### config.mk
export PLATFORM = sky130hd
export DESIGN_NAME = nia_aggregator
export DESIGN_NICKNAME = d
export VERILOG_FILES = /design/src/rtl/nia_pkg.sv /design/src/rtl/nia_aggregator.sv
export SDC_FILE = /design/constraint.sdc
export NUM_CORES = 1
export LEC_CHECK = 0
export BUFFER_PORTS_ARGS = -buffer_cell sky130_fd_sc_hd__buf_2
export CAP_MARGIN = 10
export CORE_ASPECT_RATIO = 1.5
export CORE_MARGIN = 8
export CORE_UTILIZATION = 35
export DETAILED_ROUTE_END_ITERATION = 16
export SYNTH_ARGS = -nofsm -noshare
export SYNTH_HDL_FRONTEND = slang
export SYNTH_SLANG_ARGS = --single-unit
### constraint.sdc
create_clock -name pclk -period 3.5 [get_ports pclk]
set_input_delay 0.525 -clock pclk [delete_from_list [all_inputs] [get_ports pclk]]
set_output_delay 0.525 -clock pclk [all_outputs]
set_load 0.02 [all_outputs]
### src/rtl/nia_pkg.sv
// nia_pkg: register map, source bit positions and bus types for the
// normal interrupt aggregator; assumes a 32-bit apb master outside
package nia_pkg;
  localparam int unsigned DATA_W = 32;
  localparam int unsigned ADDR_W = 32;
  localparam int unsigned NUM_SRC = 23;
  localparam logic [31:0] OFF_STATUS = 32'hffff_0000;
  localparam logic [31:0] OFF_RAW = 32'hffff_0004;
  localparam logic [31:0] OFF_ENABLE = 32'hffff_0008;
  localparam logic [31:0] OFF_CLEAR = 32'hffff_000c;
  localparam logic [31:0] ENABLE_RESET = 32'h0000_0000;
  localparam logic [31:0] ZERO_WORD = 32'h0000_0000;
  // fixed source positions
  localparam int unsigned BIT_ALL_OR = 0;
  localparam int unsigned BIT_SOFTWARE = 1;
  localparam int unsigned BIT_FIRST_PERIPH = 2;
  localparam int unsigned BIT_EXT0 = 15;
  localparam int unsigned BIT_COMPARATOR = 16;
  localparam int unsigned BIT_SUPPLY = 17;
  localparam int unsigned BIT_EXT1 = 18;
  localparam int unsigned BIT_PLA_LO = 19;
  localparam int unsigned BIT_PLA_HI = 20;
  localparam int unsigned BIT_EXT2 = 21;
  localparam int unsigned BIT_EXT3 = 22;
  localparam int unsigned BIT_MOTOR_TRIP = 23;
  localparam int unsigned BIT_TOP = 23;
  // bits 24..31 carry no source and read as zero in raw and status; enable keeps what is written there

  typedef struct packed {
    logic psel;
    logic penable;
    logic pwrite;
    logic [31:0] paddr;
    logic [31:0] pwdata;
  } nia_apb_req_t;

  typedef struct packed {
    logic pready;
    logic pslverr;
    logic [31:0] prdata;
  } nia_apb_rsp_t;
endpackage

### src/rtl/nia_aggregator.sv
// nia_aggregator: apb slave gathering sources into one normal request
// assumes apb master on pclk; source levels synchronous to pclk
//
// Notes on behaviour
// - accept 23 sources incl. four external pins
// - each source has its own mask bit
// - fixed bit positions; bit 0 unused here
// - bit 23 is motor-drive trip event
// - status equals raw AND enable
// - request output is OR of status
// - no priority encoder, no vector
// - raw register mirrors source levels unmasked
// - enable one passes source, zero masks
// - enable writes only set bits
// - clear register clears bits written one
// - four 32-bit registers in the set
`timescale 1ns/1ps
module nia_aggregator (
  input wire logic pclk,
  input wire logic presetn,
  input wire nia_pkg::nia_apb_req_t apb_req,
  output nia_pkg::nia_apb_rsp_t apb_rsp,
  input wire logic software_interrupt,
  input wire logic [12:0] periph_req,
  input wire logic external_request_pin_0,
  input wire logic external_request_pin_1,
  input wire logic external_request_pin_2,
  input wire logic external_request_pin_3,
  input wire logic comparator_req,
  input wire logic supply_monitor,
  input wire logic [1:0] programmable_logic_array,
  input wire logic motor_trip,
  output logic normal_irq
);
  logic [31:0] raw_source_signal;
  logic [31:0] source_enable_mask_q;
  logic [31:0] enabled_pending_status;
  logic [31:0] rdata_q;
  logic slverr_q;
  logic access;
  logic wr_en;
  logic wr_clr;

  function automatic logic hit(input logic [31:0] a, input logic [31:0] off);
    hit = (a == off);
  endfunction

  // source packing; bits 0 and 24..31 carry no source
  always_comb begin
    raw_source_signal = nia_pkg::ZERO_WORD;
    raw_source_signal[nia_pkg::BIT_SOFTWARE] = software_interrupt;
    raw_source_signal[nia_pkg::BIT_EXT0-1:nia_pkg::BIT_FIRST_PERIPH] = periph_req;
    raw_source_signal[nia_pkg::BIT_EXT0] = external_request_pin_0;
    raw_source_signal[nia_pkg::BIT_COMPARATOR] = comparator_req;
    raw_source_signal[nia_pkg::BIT_SUPPLY] = supply_monitor;
    raw_source_signal[nia_pkg::BIT_EXT1] = external_request_pin_1;
    raw_source_signal[nia_pkg::BIT_PLA_HI:nia_pkg::BIT_PLA_LO] = programmable_logic_array;
    raw_source_signal[nia_pkg::BIT_EXT2] = external_request_pin_2;
    raw_source_signal[nia_pkg::BIT_EXT3] = external_request_pin_3;
    raw_source_signal[nia_pkg::BIT_MOTOR_TRIP] = motor_trip;
  end

  // per-bit masking; no priority, no vector
  assign enabled_pending_status = raw_source_signal & source_enable_mask_q;
  assign normal_irq = |enabled_pending_status;

  assign access = apb_req.psel && apb_req.penable;
  assign wr_en = access && apb_req.pwrite && hit(apb_req.paddr, nia_pkg::OFF_ENABLE);
  assign wr_clr = access && apb_req.pwrite && hit(apb_req.paddr, nia_pkg::OFF_CLEAR);

  // enable mask: writes set, clear register clears
  always_ff @(posedge pclk or negedge presetn) begin
    if (!presetn) begin
      source_enable_mask_q <= nia_pkg::ENABLE_RESET;
    end else if (wr_en) begin
      source_enable_mask_q <= source_enable_mask_q | apb_req.pwdata;
    end else if (wr_clr) begin
      source_enable_mask_q <= source_enable_mask_q & ~apb_req.pwdata;
    end
  end

  // read data captured in setup phase, presented in access phase
  always_ff @(posedge pclk or negedge presetn) begin
    if (!presetn) begin
      rdata_q <= nia_pkg::ZERO_WORD;
      slverr_q <= 1'b0;
    end else if (apb_req.psel && !apb_req.penable) begin
      rdata_q <= nia_pkg::ZERO_WORD;
      slverr_q <= 1'b0;
      if (hit(apb_req.paddr, nia_pkg::OFF_STATUS)) begin
        if (!apb_req.pwrite) rdata_q <= enabled_pending_status;
        else slverr_q <= 1'b1;
      end else if (hit(apb_req.paddr, nia_pkg::OFF_RAW)) begin
        if (!apb_req.pwrite) rdata_q <= raw_source_signal;
        else slverr_q <= 1'b1;
      end else if (hit(apb_req.paddr, nia_pkg::OFF_ENABLE)) begin
        if (!apb_req.pwrite) rdata_q <= source_enable_mask_q;
      end else if (hit(apb_req.paddr, nia_pkg::OFF_CLEAR)) begin
        if (!apb_req.pwrite) slverr_q <= 1'b1;
      end else begin
        slverr_q <= 1'b1;
      end
    end
  end

  always_comb begin
    apb_rsp.pready = 1'b1;
    apb_rsp.pslverr = slverr_q && access;
    apb_rsp.prdata = rdata_q;
  end
endmodule

==> summary.md, run 1 <==
| Metric | Value |
|---|---|
| First-pass DRT Iterations | 4 |
| GR Util All Layers | 0.163 |
| Yosys warning count | 0 |
| Unrepaired setup endpoints after global routing | false |
| R2R setup slack | 2.71 ns |
| Final min period | 2.31 ns |
| Post-DP HPWL | 7.25 mm |
| Placement Setup Slack | 1.13 ns |
| Period utilization | 0.660 |
| Max IR drop VDD | 0.000324 V |
| Hold buffer count at cts | 0 |
| Mean Syn Cell Area | 10.2 um2 |
| Post-CTS resize count | 0 |
| GR Layer Usage met1 | 0.186 |
| Starting Density | 0.358 |
| Vias per inst | 5.31 |
| CTS tree | built |
| Global Route met2 Usage | 0.263 |
| Status | complete, no violations |
| GPL Wtd Cong | 0.829 |
| Critical Path Sink Type | output pin |
| Vias in the first global route | 3,076 |
| Crit path DAT | 1.78 ns |
| Slew @ Worst Pin | 1.04 ns |
| Root buffer cell | clkbuf_16 |
| Synthesis-to-finish area growth | 31.5% |
| Vias | 2,884 |
| DRC Markers | 0 |
| Worst r2r dst | rdata_q[21]$_DFFE_PN0P_ |
| P per Cell Area | 444 nW/um2 |
| Port bufs | 125 |
| # clock sinks | 65 |
| CP Max Fanout | 3 |
| H-tree depth | 3 |
| Core area | 8830 um2 |
| Most common cell after layout, fill and taps aside | buf_2 |
| Pint | 0.00143 W |
| Largest net degree at the start of global routing | 58 |
| Core Util, Final | 0.471 |
| Io pins | 127 |
| Clock skew after layout | 0.00621 ns |
| Most frequent cells in the layout | 125 x buf_2, 65 x dfrtp_1, 36 x nand4_1 |
| Crit start category | flip-flop |
| Cells after Synth | 311 |
| Global-route wire length before repair | 15.6 mm |
| Class of the worst hold path | input port to asynchronous set/reset pin |
| Required @ worst endpoint | 2.97 ns |
| Seq pwr share | 0.408 |
| Routed Antenna Nets | 0 |
| Ant. Diodes | 0 |
| Clock buffer count from CTS | 9 |
| Final Slew Violations | 0 |
| Switching Share | 0.225 |
| Clk Latency, worst-skew pair | 0.33 ns |
| Clock buffer depth | 2 |
| Worst-path clk slew | 0.06 ns |
| Final setup TNS | 0 ns |
| Fmax | 433 MHz |
| Fill cells | 878 |
| Die ar. | 12,400 um2 |
| Logic pwr share | 0.070 |
| Syn_nets | 403 |
| Congestion Overflow GR | 0 |
| Post-synth EDFFs | 0 |
| Gr busiest metal | met2 |
| Worst r2r path cells | 2 |
| Net Sw Power | 0.000416 W |
| Post-route setup slack | 1.19 ns |
| Initial DRC count | 177 |
| Die Y | 132 um |
| #FFs+latches synth | 65 |
| Most common flop cell mapped by yosys | dfrtp_1 |
| Netlist Area Pre-Place | 3160 um2 |
| Max-Cap Viols | 0 |
| Final setup viols | 0 |
| Synth async-reset ratio | 1.00 |
| Post-synthesis sequential area ratio | 0.515 |
| Final instance area | 4150 um2 |
| Final Hold Viols | 0 |
| Cell row count | 42 |
| Clock group share of total power | 0.522 |
| DR WL/cell | 18.2 um |
| Area post-placement | 3830 um2 |
| Post-CTS setup buffers | 0 |
| Final net count | 520 |
| Library cells used by synthesis | 32 |
| Initial antenna violation count | 0 |
| GR met3 Demand/Resource | 0.0513 |
| Layout cell share with drive strength beyond 1 | 0.372 |
| Chip width | 93.6 um |
| Crit Path Class | flip-flop to output pin |
| Final wirelength | 9.90 mm |
| Worst relative slew slack | 0.308 |
| Leakage power | 2.37 nW |
[final cells by class]
cell class / instances / area [um2] / area share
Multi-Input combinational cell: 187 / 1260 / 0.304
Tap cell: 110 / 138 / 0.0331
Inverter: 32 / 120 / 0.0289
Timing Repair Buffer: 133 / 686 / 0.165
Clock inverter: 7 / 95.1 / 0.0229
Sequential cell: 65 / 1630 / 0.392
Clock buffer: 9 / 225 / 0.0542
[power groups by stage]
stage          registers (W)   logic, W  clock network [W]
2_1_floorplan       0.000767  0.0000457                  0
3_3_place_gp        0.000767   0.000129                  0
3_5_place_dp        0.000767   0.000130                  0
4_1_cts             0.000754   0.000131           0.000979
5_1_grt             0.000754   0.000143            0.00101
6_report            0.000754   0.000129           0.000963
[kinds of logic after synthesis]
logic type      Yosys count  synth area share
simple gates             84             0.153
compound gates           70             0.144
flops                    65             0.515
buf+inv                  59            0.0851
mux                      32             0.101
other cells               1           0.00119
[layer usage]
metal	part of all wire	up-vias	wire length, um
li1	-	1359	-
met1	0.39	1388	3850
met2	0.50	121	4920
met3	0.085	16	844
met4	0.029	0	288
met5	0	-	0
[worst max-delay path, cell delays in order (launching register included)]
cell	delay (ns)
dfrtp_1	0.40
a222oi_1	0.38
nand3_1	0.15
or3_1	0.35
buf_2	0.17
[synth_stat cells, types with 2 or more instances]
master | count | area, um2
dfrtp_1 | 65 | 1630
o21ai_2 | 10 | 87.6
nor4_1 | 2 | 12.5
nand4_1 | 36 | 225
mux2i_1 | 32 | 320
buf_2 | 5 | 25.0
o22ai_1 | 23 | 144
inv_1 | 32 | 120
nand2_1 | 32 | 120
nand3_1 | 3 | 15.0
and4_1 | 2 | 17.5
nor4b_1 | 2 | 17.5
buf_6 | 5 | 56.3
o21ai_0 | 12 | 60.1
clkbuf_1 | 16 | 60.1
o21ai_1 | 10 | 50.1
a22oi_1 | 8 | 60.1
a21o_1 | 2 | 15.0
[through the flow]
step	hold slack (ns)	instances	total power [W]
floorplan	0.229	311	0.000813
global placement	0.455	527	0.000896
detailed placement	0.467	527	0.000897
CTS	0.403	543	0.00186
global route	0.451	543	0.00191
finish	0.364	543	0.00185
[worst max path at each step]
stage,start,endpoint,slack [ns],cells after the start
after detailed placement,apb_req[33],rdata_q[13]$_DFFE_PN0P_,1.13,5
after CTS,flip-flop,normal_irq,1.16,4
after global placement,apb_req[33],rdata_q[13]$_DFFE_PN0P_,1.21,5
after global routing,flip-flop,normal_irq,1.09,4
after floorplan,programmable_logic_array[0],normal_irq,1.52,4
final,flip-flop,normal_irq,1.19,4
(Power assumes the default switching activity.)
==> inputs of run 2 (changes only) <==
Clock period 3.5 ns to 2.1 ns, I/O delays scaled along.
==> run 2 against run 1 <==
- the run now ends with hold timing, setup timing left
- final cell count increased by 2.0%
- global-route usage decreased by 0.13 points
- hold slack got worse by 0.36 ns
- non-clock buffer count grew 11
- utilization up 1.4 points
- critical path type unchanged
- highest routed layer unchanged
==> summary.md, run 2 (synthesis gave the netlist of run 1 again) <==
| Metric | Value |
|---|---|
| Cell row count | 42 |
| Die ar. | 12,400 um2 |
| Cell-by-cell trace of the critical path | a222oi_1 > nand3_1 > or3_4 > buf_6 |
| # clock sinks | 65 |
| Slew @ Worst Pin | 0.604 ns |
| Layout cell share with drive strength beyond 1 | 0.390 |
| First-pass DRT Iterations | 7 |
| Starting Density | 0.358 |
| Worst relative slew slack | 0.598 |
| Placement Setup Slack | 0.231 ns |
| Clock buffer depth | 2 |
| DRC Markers | 0 |
| Vias in the first global route | 3,091 |
| Status | finished, violations left |
| WP buf/inv | 1 |
| Crit start category | flip-flop |
| Fmax | 475 MHz |
| Port bufs | 125 |
| Final min period | 2.11 ns |
| DR WL/cell | 17.8 um |
| Most common cell after layout, fill and taps aside | buf_2 |
| GPL Wtd Cong | 0.830 |
| Post-DP HPWL | 7.42 mm |
| Chip width | 93.6 um |
| Io pins | 127 |
| Critical Path Sink Type | output pin |
| Failing checks | hold timing, setup timing |
| Congestion Overflow GR | 0 |
| Root buffer cell | clkbuf_16 |
| Final net count | 531 |
| Largest net degree at the start of global routing | 33 |
| Routed Antenna Nets | 0 |
| Core area | 8830 um2 |
| Final Hold Viols | 1 |
| Period utilization | 1.00 |
| Vias | 2,874 |
| Post-route setup slack | -0.00633 ns |
| Leakage power | 2.44 nW |
| CP Max Fanout | 2 |
| Clock skew after layout | 0.00460 ns |
| Unrepaired setup endpoints after global routing | true |
| Crit Path Class | flip-flop to output pin |
| Max-Cap Viols | 0 |
| CTS tree | built |
| Global-route wire length before repair | 15.7 mm |
| Core Util, Final | 0.485 |
| Most frequent cells in the layout | 124 x buf_2, 65 x dfrtp_1, 36 x nand4_1 |
| Worst r2r path cells | 3 |
| Final setup viols | 1 |
| R2R setup slack | 1.18 ns |
| Initial DRC count | 123 |
| Max IR drop VDD | 0.000416 V |
| Required @ worst endpoint | 1.78 ns |
| Class of the worst hold path | input port to asynchronous set/reset pin |
| Clk Latency, worst-skew pair | 0.33 ns |
| GR Util All Layers | 0.162 |
| P per Cell Area | 701 nW/um2 |
| Synthesis-to-finish area growth | 35.4% |
| Final wirelength | 9.84 mm |
| Worst r2r dst | rdata_q[17]$_DFFE_PN0P_ |
| Initial antenna violation count | 0 |
| Crit path DAT | 1.79 ns |
| Die Y | 132 um |
| Vias per inst | 5.19 |
| Critical Path Max Stage Delay | 0.40 ns |
| Pwr Total | 0.00300 W |
| Worst-path clk slew | 0.05 ns |
| H-tree depth | 3 |
| Crit-path slowest cell | dfrtp_1 |
| Ant. Diodes | 0 |
| Fill cells | 871 |
| Final Slew Violations | 0 |
| CP top delay family | simple AND/OR/NAND/NOR gates |
| Clock buffer count from CTS | 9 |
| Worst hold slack | -0.000540 ns |
## run 2: cell types whose count changed in the layout (fill, tap and decap cells not counted), sizes merged
| cell | change |
|---|---|
| bufinv | -1 |
| clkinv | -2 |
| clkbuf | +3 |
| buf | +11 |
## run 2: worst reg2reg max path, delay by kind of cell, from the launching register on
family                 cells  cell delay, ns
AO/OA/AOI/OAI              2            0.25
buffers and inverters      1            0.15
flip-flops                 1            0.40
## run 2: final cells by class
class / count / area (um2) / share of cell area
Timing Repair Buffer: 144 / 812 / 0.190
Tap cell: 110 / 138 / 0.0322
Clock inverter: 4 / 51.3 / 0.0120
Multi-Input combinational cell: 187 / 1270 / 0.298
Sequential cell: 65 / 1630 / 0.380
Inverter: 32 / 120 / 0.0281
Clock buffer: 12 / 256 / 0.0599
## run 2: what timing repair did
item,CTS,global route
setup buffers,1,2
pin swaps,2,2
hold buffers,0,0
setup endpoints to repair,1,1
gates resized for setup,0,4
## run 2: through the flow
stage | instances | hold slack (ns) | setup TNS, ns | cell area (um2)
2_1_floorplan | 311 | 0.0194 | 0 | 3160
6_report | 554 | -0.000540 | -0.00633 | 4280
5_1_grt | 554 | 0.0331 | -0.0507 | 4280
3_5_place_dp | 535 | 0.359 | 0 | 3930
3_3_place_gp | 535 | 0.359 | 0 | 3930
4_1_cts | 552 | 0.00704 | -0.0381 | 4250
## run 2: metal layers
metal,vias up,GRT usage,wire length (um)
met5,-,0,0
met4,0,0.0841,322
met3,19,0.0496,789
met2,107,0.256,4770
met1,1369,0.189,3960
li1,1379,-,-
## run 2: worst max-delay path by stage
stage	to	depth (start not counted)
2_1_floorplan	normal_irq	4
3_3_place_gp	rdata_q[11]$_DFFE_PN0P_	6
3_5_place_dp	rdata_q[11]$_DFFE_PN0P_	6
4_1_cts	normal_irq	4
5_1_grt	normal_irq	4
6_report	normal_irq	4
## run 2: where the power goes
group          switching, W  internal (W)
clock              0.000533      0.000983
sequential       0.00000128       0.00126
combinational      0.000126      0.000102
==> inputs of run 3 (changes only) <==
Settings changed: BUFFER_PORTS_ARGS -buffer_cell sky130_fd_sc_hd__buf_2 to default, DONT_BUFFER_PORTS from default to 1.
==> run 3 against run 2 <==
- critical path depth unchanged
- sequential power about the same
- the flow now finishes without violations
- combinational power down 56%
- hold slack better by 0.083 ns
- final cell count down 25%
- total power down 8.2%
- maximum frequency up 6.0%
- routed wire length down 5.5%
- non-clock buffer count down 136
- clock-buffer cell count down 2
- sequential share of layout area up 7.9 points
- critical endpoint unchanged
==> summary.md, run 3 (synthesis gave the netlist of run 1 again) <==
| Metric | Value |
|---|---|
| Final net count | 395 |
| Congestion Overflow GR | 0 |
| GPL Wtd Cong | 0.795 |
| Cell row count | 42 |
| Post-DP HPWL | 6.50 mm |
| Fmax | 503 MHz |
| Root buffer cell | clkbuf_16 |
| Clk Latency, worst-skew pair | 0.33 ns |
| Worst r2r path cells | 2 |
| Clock buffer depth | 2 |
| Required @ worst endpoint | 1.78 ns |
| Vias per inst | 5.76 |
| CP Max Fanout | 3 |
| H-tree depth | 3 |
| Cell-by-cell trace of the critical path | a22o_1 > a221oi_1 > nand3_1 > or3_4 |
| Worst-path clk slew | 0.06 ns |
| Crit start category | flip-flop |
| Critical Path Sink Type | output pin |
| DR WL/cell | 22.3 um |
| WP buf/inv | 0 |
| Final Slew Violations | 0 |
| GR Util All Layers | 0.149 |
| Global-route wire length before repair | 14.1 mm |
| Core area | 8830 um2 |
| Clock buffer count from CTS | 9 |
| Initial DRC count | 152 |
| Worst hold slack | 0.0826 ns |
| Status | complete, no violations |
| Crit Path Class | flip-flop to output pin |
| Vias in the first global route | 2,482 |
| Die Y | 132 um |
| Initial antenna violation count | 0 |
| Final setup TNS | 0 ns |
| P per Cell Area | 778 nW/um2 |
| Critical Path Max Stage Delay | 0.43 ns |
| Most common cell after layout, fill and taps aside | dfrtp_1 |
| DRC Markers | 0 |
| First-pass DRT Iterations | 4 |
| Period utilization | 0.947 |
| Final Hold Viols | 0 |
| Io pins | 127 |
| Die ar. | 12,400 um2 |
| Leakage power | 1.82 nW |
| Worst path depth | 4 |
| Ant. Diodes | 0 |
| Crit path DAT | 1.67 ns |
| CTS tree | built |
| Post-CTS setup buffers | 0 |
| Core Util, Final | 0.401 |
| Synthesis-to-finish area growth | 12.1% |
| Max IR drop VDD | 0.000465 V |
| Unrepaired setup endpoints after global routing | false |
| Final wirelength | 9.30 mm |
| Crit-path slowest cell | or3_4 |
| CP top delay family | simple AND/OR/NAND/NOR gates |
| Most frequent cells in the layout | 65 x dfrtp_1, 36 x nand4_1, 32 x nand2_1, 32 x inv_1, 32 x mux2i_1 |
| Layout cell share with drive strength beyond 1 | 0.117 |
| Vias | 2,406 |
| Largest net degree at the start of global routing | 66 |
| Port bufs | 0 |
| Final min period | 1.99 ns |
| Pwr Total | 0.00276 W |
| Post-route setup slack | 0.112 ns |
| Max-Cap Viols | 0 |
| Hold Path Stages | 1 |
| Starting Density | 0.358 |
| Placement Setup Slack | 0.379 ns |
| Chip width | 93.6 um |
| Class of the worst hold path | input port to flip-flop |
| Clock skew after layout | 0.00741 ns |
| # clock sinks | 65 |
| Routed Antenna Nets | 0 |
| Final setup viols | 0 |
==> run 3: power by group <==
group | internal [W] | switching [W] | leakage, nW
clock | 0.000832 | 0.000569 | 0.135
sequential | 0.00126 | 0.00000104 | 0.739
combinational | 0.0000368 | 0.0000624 | 0.943
total | 0.00212 | 0.000632 | 1.82
==> run 3: worst paths after layout <==
path                                               to            startpoint  slack, ns
max in group asynchronous     rdata_q[22]$_DFFE_PN0P_               presetn       1.31
setup / recovery                           normal_irq             flip-flop       0.11
setup reg to reg              rdata_q[20]$_DFFE_PN0P_             flip-flop       1.30
min in group asynchronous  asynchronous set/reset pin               presetn       0.53
hold / removal                              flip-flop           apb_req[34]       0.08
hold reg to reg                  slverr_q$_DFFE_PN0P_  slverr_q$_DFFE_PN0P_       0.48
==> run 3: layout make-up <==
cell class              count  area [um2]
fillers                   861        5290
flip-flops and latches     65        1630
multi-input cells         187        1270
clock buffers              10         239
well taps                 110         138
inverters                  32         120
repair buffers              8         108
clock inverters             6        42.5
==> run 3: worst reg2reg max path, delay by kind of cell, from the launching register on <==
kind           cells  cell delay [ns]
flip-flops         1             0.40
AO/OA/AOI/OAI      2             0.28
==> run 3: repair_timing <==
action                                  CTS  global route
endpoints found under the setup margin    0             1
hold buffers                              2             0
gates resized for setup                   0             1
endpoints found under the hold margin    65             0
==> run 3: stage by stage <==
| step | std cells | area, um2 |
|---|---|---|
| global placement | 400 | 3220 |
| detailed placement | 400 | 3220 |
| global route | 418 | 3540 |
| floorplan | 311 | 3160 |
| finish | 418 | 3540 |
| CTS | 418 | 3540 |
==> run 3: routing by layer <==
layer  share of wire  GRT usage  vias to the layer above
li1                -          -                     1106
met1            0.35      0.155                     1165
met2            0.48      0.238                      117
met3            0.14     0.0781                       18
met4           0.028     0.0726                        0
met5               0          0                        -
